$ cat src/hw/vpic_pkg.sv
// constants, carrier types and state layout of the vectored priority interrupt controller
// Summary of operation
// - seventeen registers: two global controls, flag, enable, priority groups, pending register
// - uart error request is vector 73, request 65, address 0x96 or 0x196
// - traps fixed at vectors 1 to 4, alternate table adds 0x100
// - first global control holds nesting disable and trap status flags
// - second global control holds external edge polarity and alternate table select
// - hardware sets a source flag on request; only software clears it
// - a source requests service only while its enable bit is set
// - each user source has a three bit priority, one of eight levels
// - pending vector number latched in 7 bits, new level in 4 bits
// - the latched new level equals the priority of the pending interrupt
// - flag, enable and priority bits follow request number order from bit 0
// - low three cpu level bits sit at status word bits 7 to 5, writable
// - the top cpu level bit is read-only to software
// - low bits 111 mean level 7 and block all user interrupts
// - cpu level is the top bit over the three low bits, 0 to 15
// - all user interrupts blocked while the top cpu level bit is one
// - with nesting disabled the low cpu level bits ignore software writes
// - nesting disable set prevents nesting; clear permits it
// - alternate table select one uses the alternate table, zero the standard one
// - polarity bit one detects the falling edge, zero the rising edge
package vpic_pkg;

	localparam int VPIC_NSRC = 80;
	localparam int VPIC_NEXT = 3;

	// register indices on the plain register port
	localparam logic [4:0] VPIC_REG_CTL1   = 5'h00;
	localparam logic [4:0] VPIC_REG_CTL2   = 5'h01;
	localparam logic [4:0] VPIC_REG_FLAG0  = 5'h02;
	localparam logic [4:0] VPIC_REG_EN0    = 5'h05;
	localparam logic [4:0] VPIC_REG_PRIO0  = 5'h08;
	localparam logic [4:0] VPIC_REG_PEND   = 5'h10;
	localparam logic [4:0] VPIC_REG_STATUS = 5'h11;
	localparam logic [4:0] VPIC_REG_CORE   = 5'h12;
	localparam int         VPIC_NBANK      = 3;
	localparam int         VPIC_NPRIO      = 8;

	// source bank of each flag/enable register, priority group of each priority register
	localparam logic [2:0][2:0] VPIC_BANK_MAP = {3'h4, 3'h1, 3'h0};
	localparam logic [7:0][4:0] VPIC_PGRP_MAP =
		{5'h10, 5'h07, 5'h05, 5'h04, 5'h03, 5'h02, 5'h01, 5'h00};

	// field positions
	localparam int VPIC_NEST_BIT  = 15;
	localparam int VPIC_DIV0_BIT  = 6;
	localparam int VPIC_MATH_BIT  = 4;
	localparam int VPIC_ADDR_BIT  = 3;
	localparam int VPIC_STK_BIT   = 2;
	localparam int VPIC_OSC_BIT   = 1;
	localparam int VPIC_ALT_BIT   = 15;
	localparam int VPIC_IPL_LSB   = 5;
	localparam int VPIC_DC_BIT    = 8;
	localparam int VPIC_CPU_PRIORITY_TOP_BIT_BIT  = 3;
	localparam int VPIC_PSV_BIT   = 2;

	// vectors, tables and levels
	localparam logic [6:0]  VPIC_USER_VEC0     = 7'h08;
	localparam logic [6:0]  VPIC_VEC_OSC       = 7'h01;
	localparam logic [6:0]  VPIC_VEC_MATH      = 7'h04;
	localparam logic [6:0]  VPIC_UART_ERR_VEC  = 7'h49;
	localparam int          VPIC_UART_ERR_IRQ  = 65;
	localparam logic [23:0] VPIC_UART_ERR_ADDR = 24'h000096;
	localparam logic [23:0] VPIC_UART_ERR_ALT  = 24'h000196;
	localparam logic [23:0] VPIC_TABLE_BASE    = 24'h000004;
	localparam logic [23:0] VPIC_ALT_OFFSET    = 24'h000100;
	localparam logic [3:0]  VPIC_LEVEL_NONEST  = 4'h7;
	localparam logic [3:0][3:0] VPIC_TRAP_LEVEL = {4'hc, 4'hd, 4'he, 4'hf};
	localparam logic [2:0][6:0] VPIC_EXT_SRC    = {7'h1d, 7'h14, 7'h00};
	localparam logic [3:0]  VPIC_IPL_RST       = 4'h0;

	typedef struct packed {
		logic div0;
		logic math;
		logic stack;
		logic addr;
		logic osc;
	} vpic_trap_t;

	typedef struct packed {
		logic                        nest_dis;
		vpic_trap_t                  trap_stat;
		logic [3:0]                  trap_pend;
		logic                        alt_sel;
		logic [VPIC_NEXT-1:0]        ext_pol;
		logic [VPIC_NEXT-1:0]        ext_prev;
		logic [VPIC_NSRC-1:0]        flags;
		logic [VPIC_NSRC-1:0]        en;
		logic [VPIC_NSRC-1:0][2:0]   prio;
		logic [3:0]                  cpu_priority_level;
		logic                        sr_dc;
		logic [3:0]                  sr_alu;
		logic                        psv;
		logic                        req;
		logic [6:0]                  pend_vec;
		logic [3:0]                  pend_lvl;
		logic [23:0]                 vaddr;
		logic [15:0]                 rdata;
	} vpic_state_t;

endpackage

$ cat src/hw/vpic_ctrl.sv
// vectored priority interrupt and trap controller with register port
//
// The plain strobed port and the register addresses were decided locally.
`timescale 1ns/1ps
module vpic_ctrl import vpic_pkg::*; #(
	parameter int NUM_SRC = VPIC_NSRC,
	parameter int NUM_EXT = VPIC_NEXT
) (
	// clock and reset
	input  wire logic                 clk_sys,
	input  wire logic                 sys_rst,
	// register port
	input  wire logic [4:0]           reg_addr,
	input  wire logic [15:0]          reg_wdata,
	input  wire logic                 reg_wr,
	input  wire logic                 reg_rd,
	output logic      [15:0]          reg_rdata,
	// request sources
	input  wire logic [NUM_SRC-1:0]   periph_req,
	input  wire logic [NUM_EXT-1:0]   ext_pin,
	input  wire vpic_trap_t           trap_req,
	// processor core
	input  wire logic                 cpu_ack,
	input  wire logic                 cpu_ret,
	input  wire logic [3:0]           cpu_ret_level,
	output logic                      irq_req,
	output logic      [6:0]           irq_vector,
	output logic      [3:0]           irq_level,
	output logic      [23:0]          vector_addr,
	output logic      [3:0]           cpu_level
);

	if (NUM_SRC != VPIC_NSRC || NUM_EXT != VPIC_NEXT) begin : g_bad_size
		$error("vpic_ctrl: source counts must match the register layout");
	end

	vpic_state_t s;
	vpic_state_t n;

	// a source exists only if both its flag bank and its priority group are mapped
	function automatic logic src_mapped(input int idx);
		logic hit_b;
		logic hit_p;
		hit_b = 1'b0;
		hit_p = 1'b0;
		for (int b = 0; b < VPIC_NBANK; b++) begin
			if (int'(VPIC_BANK_MAP[b]) == idx / 16) begin
				hit_b = 1'b1;
			end
		end
		for (int p = 0; p < VPIC_NPRIO; p++) begin
			if (int'(VPIC_PGRP_MAP[p]) == idx / 4) begin
				hit_p = 1'b1;
			end
		end
		return hit_b & hit_p;
	endfunction

	always_comb begin
		logic [NUM_SRC-1:0] req;
		logic [3:0]         best;
		logic [6:0]         bvec;
		logic               found;
		logic               pin_edge;
		logic [15:0]        rd;
		int                 base;
		req      = periph_req;
		best     = 4'h0;
		bvec     = 7'h00;
		found    = 1'b0;
		pin_edge = 1'b0;
		rd       = 16'h0000;
		base     = 0;
		n        = s;

		// external pins: polarity picks which edge counts
		for (int e = 0; e < NUM_EXT; e++) begin
			pin_edge = s.ext_pol[e] ? (s.ext_prev[e] & ~ext_pin[e])
			                        : (~s.ext_prev[e] & ext_pin[e]);
			req[VPIC_EXT_SRC[e]] = req[VPIC_EXT_SRC[e]] | pin_edge;
		end
		n.ext_prev = ext_pin;

		// software writes
		if (reg_wr) begin
			if (reg_addr == VPIC_REG_CTL1) begin
				n.nest_dis        = reg_wdata[VPIC_NEST_BIT];
				n.trap_stat.div0  = reg_wdata[VPIC_DIV0_BIT];
				n.trap_stat.math  = reg_wdata[VPIC_MATH_BIT];
				n.trap_stat.addr  = reg_wdata[VPIC_ADDR_BIT];
				n.trap_stat.stack = reg_wdata[VPIC_STK_BIT];
				n.trap_stat.osc   = reg_wdata[VPIC_OSC_BIT];
			end
			if (reg_addr == VPIC_REG_CTL2) begin
				n.alt_sel = reg_wdata[VPIC_ALT_BIT];
				n.ext_pol = reg_wdata[NUM_EXT-1:0];
			end
			for (int b = 0; b < VPIC_NBANK; b++) begin
				base = int'(VPIC_BANK_MAP[b]) * 16;
				for (int i = 0; i < 16; i++) begin
					if (src_mapped(base + i)) begin
						if (reg_addr == VPIC_REG_FLAG0 + 5'(b)) begin
							n.flags[base + i] = reg_wdata[i];
						end
						if (reg_addr == VPIC_REG_EN0 + 5'(b)) begin
							n.en[base + i] = reg_wdata[i];
						end
					end
				end
			end
			for (int p = 0; p < VPIC_NPRIO; p++) begin
				base = int'(VPIC_PGRP_MAP[p]) * 4;
				for (int i = 0; i < 4; i++) begin
					if (reg_addr == VPIC_REG_PRIO0 + 5'(p) && src_mapped(base + i)) begin
						n.prio[base + i] = reg_wdata[4*i +: 3];
					end
				end
			end
			if (reg_addr == VPIC_REG_STATUS) begin
				n.sr_dc  = reg_wdata[VPIC_DC_BIT];
				n.sr_alu = reg_wdata[3:0];
				if (!s.nest_dis) begin
					n.cpu_priority_level[2:0] = reg_wdata[VPIC_IPL_LSB +: 3];
				end
			end
			if (reg_addr == VPIC_REG_CORE) begin
				// top level bit is deliberately not taken from the write
				n.psv = reg_wdata[VPIC_PSV_BIT];
			end
		end

		// hardware sets after the software write so a same-cycle request is kept
		for (int i = 0; i < NUM_SRC; i++) begin
			if (src_mapped(i) && req[i]) begin
				n.flags[i] = 1'b1;
			end
		end
		n.trap_stat = n.trap_stat | trap_req;

		// core returns and acknowledges steer the cpu level
		if (cpu_ret) begin
			n.cpu_priority_level = cpu_ret_level;
		end
		if (cpu_ack && s.req) begin
			if (s.pend_vec < VPIC_USER_VEC0) begin
				n.trap_pend[2'(s.pend_vec - VPIC_VEC_OSC)] = 1'b0;
				n.cpu_priority_level = s.pend_lvl;
			end else begin
				// without nesting a user handler runs at level 7 so no user source preempts it
				n.cpu_priority_level = s.nest_dis ? VPIC_LEVEL_NONEST : s.pend_lvl;
			end
		end

		// set after the ack so a trap raised while its last instance is acked is kept
		n.trap_pend = n.trap_pend | {trap_req.math | trap_req.div0, trap_req.stack,
		                             trap_req.addr, trap_req.osc};

		// arbitration; strict compare keeps the lowest request on a tie
		best = n.cpu_priority_level;
		for (int i = 0; i < NUM_SRC; i++) begin
			if (src_mapped(i) && n.flags[i] && n.en[i] && !n.cpu_priority_level[3]
			    && {1'b0, n.prio[i]} > best) begin
				best  = {1'b0, n.prio[i]};
				bvec  = 7'(i) + VPIC_USER_VEC0;
				found = 1'b1;
			end
		end
		for (int t = 3; t >= 0; t--) begin
			if (n.trap_pend[t]) begin
				best  = VPIC_TRAP_LEVEL[t];
				bvec  = VPIC_VEC_OSC + 7'(t);
				found = 1'b1;
			end
		end
		n.req = found;
		if (found) begin
			n.pend_vec = bvec;
			n.pend_lvl = best;
			n.vaddr    = (n.alt_sel ? VPIC_ALT_OFFSET : 24'h000000) + VPIC_TABLE_BASE
			             + {16'h0000, bvec, 1'b0};
		end

		// read mux; unmapped indices read zero
		if (reg_addr == VPIC_REG_CTL1) begin
			rd[VPIC_NEST_BIT] = s.nest_dis;
			rd[VPIC_DIV0_BIT] = s.trap_stat.div0;
			rd[VPIC_MATH_BIT] = s.trap_stat.math;
			rd[VPIC_ADDR_BIT] = s.trap_stat.addr;
			rd[VPIC_STK_BIT]  = s.trap_stat.stack;
			rd[VPIC_OSC_BIT]  = s.trap_stat.osc;
		end
		if (reg_addr == VPIC_REG_CTL2) begin
			rd[VPIC_ALT_BIT]    = s.alt_sel;
			rd[NUM_EXT-1:0]     = s.ext_pol;
		end
		for (int b = 0; b < VPIC_NBANK; b++) begin
			base = int'(VPIC_BANK_MAP[b]) * 16;
			if (reg_addr == VPIC_REG_FLAG0 + 5'(b)) begin
				rd = s.flags[base +: 16];
			end
			if (reg_addr == VPIC_REG_EN0 + 5'(b)) begin
				rd = s.en[base +: 16];
			end
		end
		for (int p = 0; p < VPIC_NPRIO; p++) begin
			base = int'(VPIC_PGRP_MAP[p]) * 4;
			if (reg_addr == VPIC_REG_PRIO0 + 5'(p)) begin
				for (int i = 0; i < 4; i++) begin
					rd[4*i +: 3] = s.prio[base + i];
				end
			end
		end
		if (reg_addr == VPIC_REG_PEND) begin
			rd = {4'h0, s.pend_lvl, 1'b0, s.pend_vec};
		end
		if (reg_addr == VPIC_REG_STATUS) begin
			rd = {7'h00, s.sr_dc, s.cpu_priority_level[2:0], 1'b0, s.sr_alu};
		end
		if (reg_addr == VPIC_REG_CORE) begin
			rd[VPIC_CPU_PRIORITY_TOP_BIT_BIT] = s.cpu_priority_level[3];
			rd[VPIC_PSV_BIT]  = s.psv;
		end
		n.rdata = reg_rd ? rd : 16'h0000;
	end

	always_ff @(posedge clk_sys) begin
		if (sys_rst) begin
			s     <= '0;
			s.cpu_priority_level <= VPIC_IPL_RST;
		end else begin
			s <= n;
		end
	end

	assign reg_rdata   = s.rdata;
	assign irq_req     = s.req;
	assign irq_vector  = s.pend_vec;
	assign irq_level   = s.pend_lvl;
	assign vector_addr = s.vaddr;
	assign cpu_level   = s.cpu_priority_level;

	// assertion helpers
	logic [6:0] user_idx;
	logic       user_taken;
	assign user_idx   = irq_vector - VPIC_USER_VEC0;
	assign user_taken = irq_req && irq_vector >= VPIC_USER_VEC0;
endmodule

$ cat config.mk
export PLATFORM = sky130hd
export DESIGN_NAME = vpic_ctrl
export DESIGN_NICKNAME = d
export VERILOG_FILES = /design/src/hw/vpic_pkg.sv /design/src/hw/vpic_ctrl.sv
export SDC_FILE = /design/constraint.sdc
export NUM_CORES = 1
export LEC_CHECK = 0
export ABC_AREA = 1
export BUFFER_PORTS_ARGS = -buffer_cell sky130_fd_sc_hd__buf_2
export CORE_MARGIN = 2
export CORE_UTILIZATION = 47
export CTS_CLUSTER_SIZE = 8
export DETAILED_ROUTE_END_ITERATION = 16
export PLACE_DENSITY_LB_ADDON = 0.2
export SLEW_MARGIN = 20
export SYNTH_ARGS = -nofsm -noshare
export SYNTH_HDL_FRONTEND = slang
export SYNTH_SLANG_ARGS = --single-unit
$ cat constraint.sdc
create_clock -name clk_sys -period 44.5 [get_ports clk_sys]
set_input_delay 11.125 -clock clk_sys [delete_from_list [all_inputs] [get_ports clk_sys]]
set_output_delay 11.125 -clock clk_sys [all_outputs]
set_load 0.1 [all_outputs]
==> flow_summary.toml <==
[floorplanning]
die_h_um = 188.8
rows = 67
core_sq_um = 33620
die_w_um = 188.8
io_pins = 175
dieArea_sq_um = 35650
initial_core_util = 0.4775

[timing]
drv_slew = 0
maxSlewHeadroom = 0.3192
skew_ps = 25.18
max_freq_ghz = 0.02402
fin_crit_ps = 41630
period_share = 0.9355
finalHoldViolations = 0
fin_tns_setup_ps = 0
setup_viol = 0
setup_slack_ps = 2872
worstMarginPinSlew_ps = 995.4
hold_ws_ps = 444.7

[setup_path]
cp.arrival_ps = 42040
cpMostUsedCell = "nand2_1"
path_class = "in -> reg"
cp_slowest_cell = "a311oi_2"
critPathMaxStageDelay_ps = 350
worst-r2r-cell-count = 260
crit_path_max_fanout = 9
r2r_slack_ps = 13330
timing.rr.end = "vector_addr[3]$_SDFFE_PP0P_"
critPathCaptureType = "flip-flop"
cp.required_ps = 44910
reg2reg_from = "s[478]$_SDFFE_PP0P_"
startpoint_type = "primary input"

[yosys]
yosys.area.top_type_share = 0.2781
synth.distinct_cells = 63
synthesis.area_sq_um = 16050
synth_xor_area_frac = 0
synth_flop_cell = "dfxtp_1"
yosysSeqAreaShare = 0.2781
synthAdderAreaFrac = 0.05846
yosys_warnings = 0
synth.area.mux_share = 0
synth_cells = 2419
synth-simple-area-share = 0.3561
synth.area.top_cells = "dfxtp_1 28%, nand2_1 12%, inv_1 8.5%"
synth_edf_count = 0
yosysTopAreaCell = "dfxtp_1"
synth_compound_gate_area_share = 0.1527
synth_top_family_by_area = "simple AND/OR/NAND/NOR gates"
syn_avg_cell_area_sq_um = 6.636
async_flop_share = 0
synth_seq_cells = 223

[pwr]
pwr_density_cell_nw_per_um2 = 30.65
p_leak_nw = 9.754
vdd_ir_drop_max_v = 0.00002366

[clocking]
clkSlewWorstSetupHoldPaths_ps = 50
cts.path.max_buffers = 3
postCtsHoldBufs = 0
cts.htree.levels = 1
cts_sinks = 223
cts-root-buf = "clkbuf_16"
cts_tree = "done"
numCtsBuffers = 31
insertion_delay_ps = 570

[global_routing]
grt_remaining_overflow = 0
grtUsageTotal = 0.2986
grt_max_degree = 62
grt_pass1_vias = 14880
grt_pass1_wl_mm = 82.70
antenna_found_initial = 2

[detailed_routing]
first_pass_iters = 5
vias_per_cell = 5.330
drtIter0Drc = 1586
ant_nets = 0
finalWirelength_mm = 53.94
wl_per_cell_um = 17.95
drc = 0
vias = 16020

[min_path]
holdCritStartpoint = "vector_addr[9]$_SDFFE_PP0P_"
hp-class = "reg -> reg"
hold_end = "vector_addr[9]$_SDFFE_PP0P_"
hold_depth = 2

[finish]
antennaDiodeCount = 0
nets = 2752
mostFrequentLayoutCells = "519 x nand2_1, 363 x inv_1, 277 x nor2_1"
layout-drive-gt1-share = 0.2116
fillCellCount = 3388
layout_commonest_cell = "nand2_1"
synthToLayoutAreaGrowth_pct = 12.03
fin_util = 0.5349

[placement]
gp_congestion = 0.9569
portBuffers = 111
place_ws_ps = -814.9
dpl.hpwl_mm = 41.59

[status]
status = "complete, no violations"

[run]
maxCapViolCount = 0
## power breakdown
group	leakage [nW]	switching, mW	internal [mW]
combinational	7.55	0.0926	0.0438
sequential	1.82	0.00357	0.205
clock	0.383	0.0851	0.121
total	9.75	0.181	0.370
## cells in the mapped netlist, types with 11 or more instances
library cell	n
nand2_1	521
inv_1	364
nor2_1	292
dfxtp_1	223
o21ai_0	200
a21oi_1	130
nand3_1	116
nand2_2	90
ha_1	75
buf_4	57
nand2_4	45
clkbuf_1	35
nand3_2	27
nand4_1	23
nor2_4	22
buf_6	17
o21ai_1	16
nor2_2	15
a221oi_1	13
inv_2	12
clkbuf_8	11
## sequential cells by signal, indices dropped and copies added (netlist names)
| register | flops |
|---|---|
| s | 183 |
| irq_req | 1 |
| vector_addr | 8 |
| irq_vector | 7 |
| irq_level | 4 |
| reg_rdata | 16 |
| cpu_level | 4 |
## metrics by stage
step / area [sq um] / instances / power (mW)
after global routing: 17980 / 3005 / 0.5756
after global placement: 16950 / 2965 / 0.3399
after detailed placement: 16950 / 2965 / 0.3429
final: 17980 / 3005 / 0.5512
after floorplan: 16100 / 2433 / 0.3117
after CTS: 17740 / 2997 / 0.5464
## worst max-delay path, delay by kind of cell
kind / cells / cell delay [ps]
buffers and inverters: 26 / 1830
AO/OA/AOI/OAI: 50 / 6300
adder cells (fa/ha/maj): 33 / 8990
AND/OR/NAND/NOR: 154 / 13740
## logic make-up (layout without fill, tap and decap cells)
| group | count (synthesis) | after routing |
|---|---|---|
| DFF | 223 | 223 |
| buffers and inverters | 510 | 633 |
| and+or+nand+nor | 1178 | 1179 |
| AOI/OAI and AO/OA | 432 | 432 |
| adders and majority gates | 75 | 75 |
| other | 1 | 15 |
## metal layers
| metal | global-route usage | vias to the layer above | part of all wire |
|---|---|---|---|
| met5 | 0 | - | 0 |
| met4 | 0.1166 | 0 | 0.041 |
| met3 | 0.03110 | 104 | 0.072 |
| met2 | 0.4962 | 603 | 0.46 |
| met1 | 0.3978 | 7416 | 0.43 |
| li1 | - | 7893 | - |
## repair_timing
item,CTS,global route
endpoints found under the hold margin,0,0
pin swaps,0,14
setup endpoints to repair,20,20
gates cloned,0,1
buffers inserted,0,7
resized for setup,7,96
## layout make-up
class	instances	area (sq um)	area share
well taps	448	560.5	0.03117
clock buffers	32	779.5	0.04335
inverters	384	1460	0.08120
multi-input cells	1701	9364	0.5207
repair buffers	217	1354	0.07529
flip-flops and latches	223	4464	0.2483
## how the worst max path moves through the flow
stage	startpoint	end	slack [ps]	cells after the start
2_1_floorplan	reg_wr	vector_addr[4]$_SDFFE_PP0P_	2730	232
6_report	reg_addr[2]	vector_addr[3]$_SDFFE_PP0P_	2870	263
4_1_cts	reg_addr[2]	vector_addr[3]$_SDFFE_PP0P_	50	236
5_1_grt	reg_addr[2]	vector_addr[3]$_SDFFE_PP0P_	-160	268
3_5_place_dp	reg_addr[2]	vector_addr[3]$_SDFFE_PP0P_	-810	232
3_3_place_gp	reg_addr[2]	vector_addr[3]$_SDFFE_PP0P_	-140	232
(Power assumes the default switching activity.)
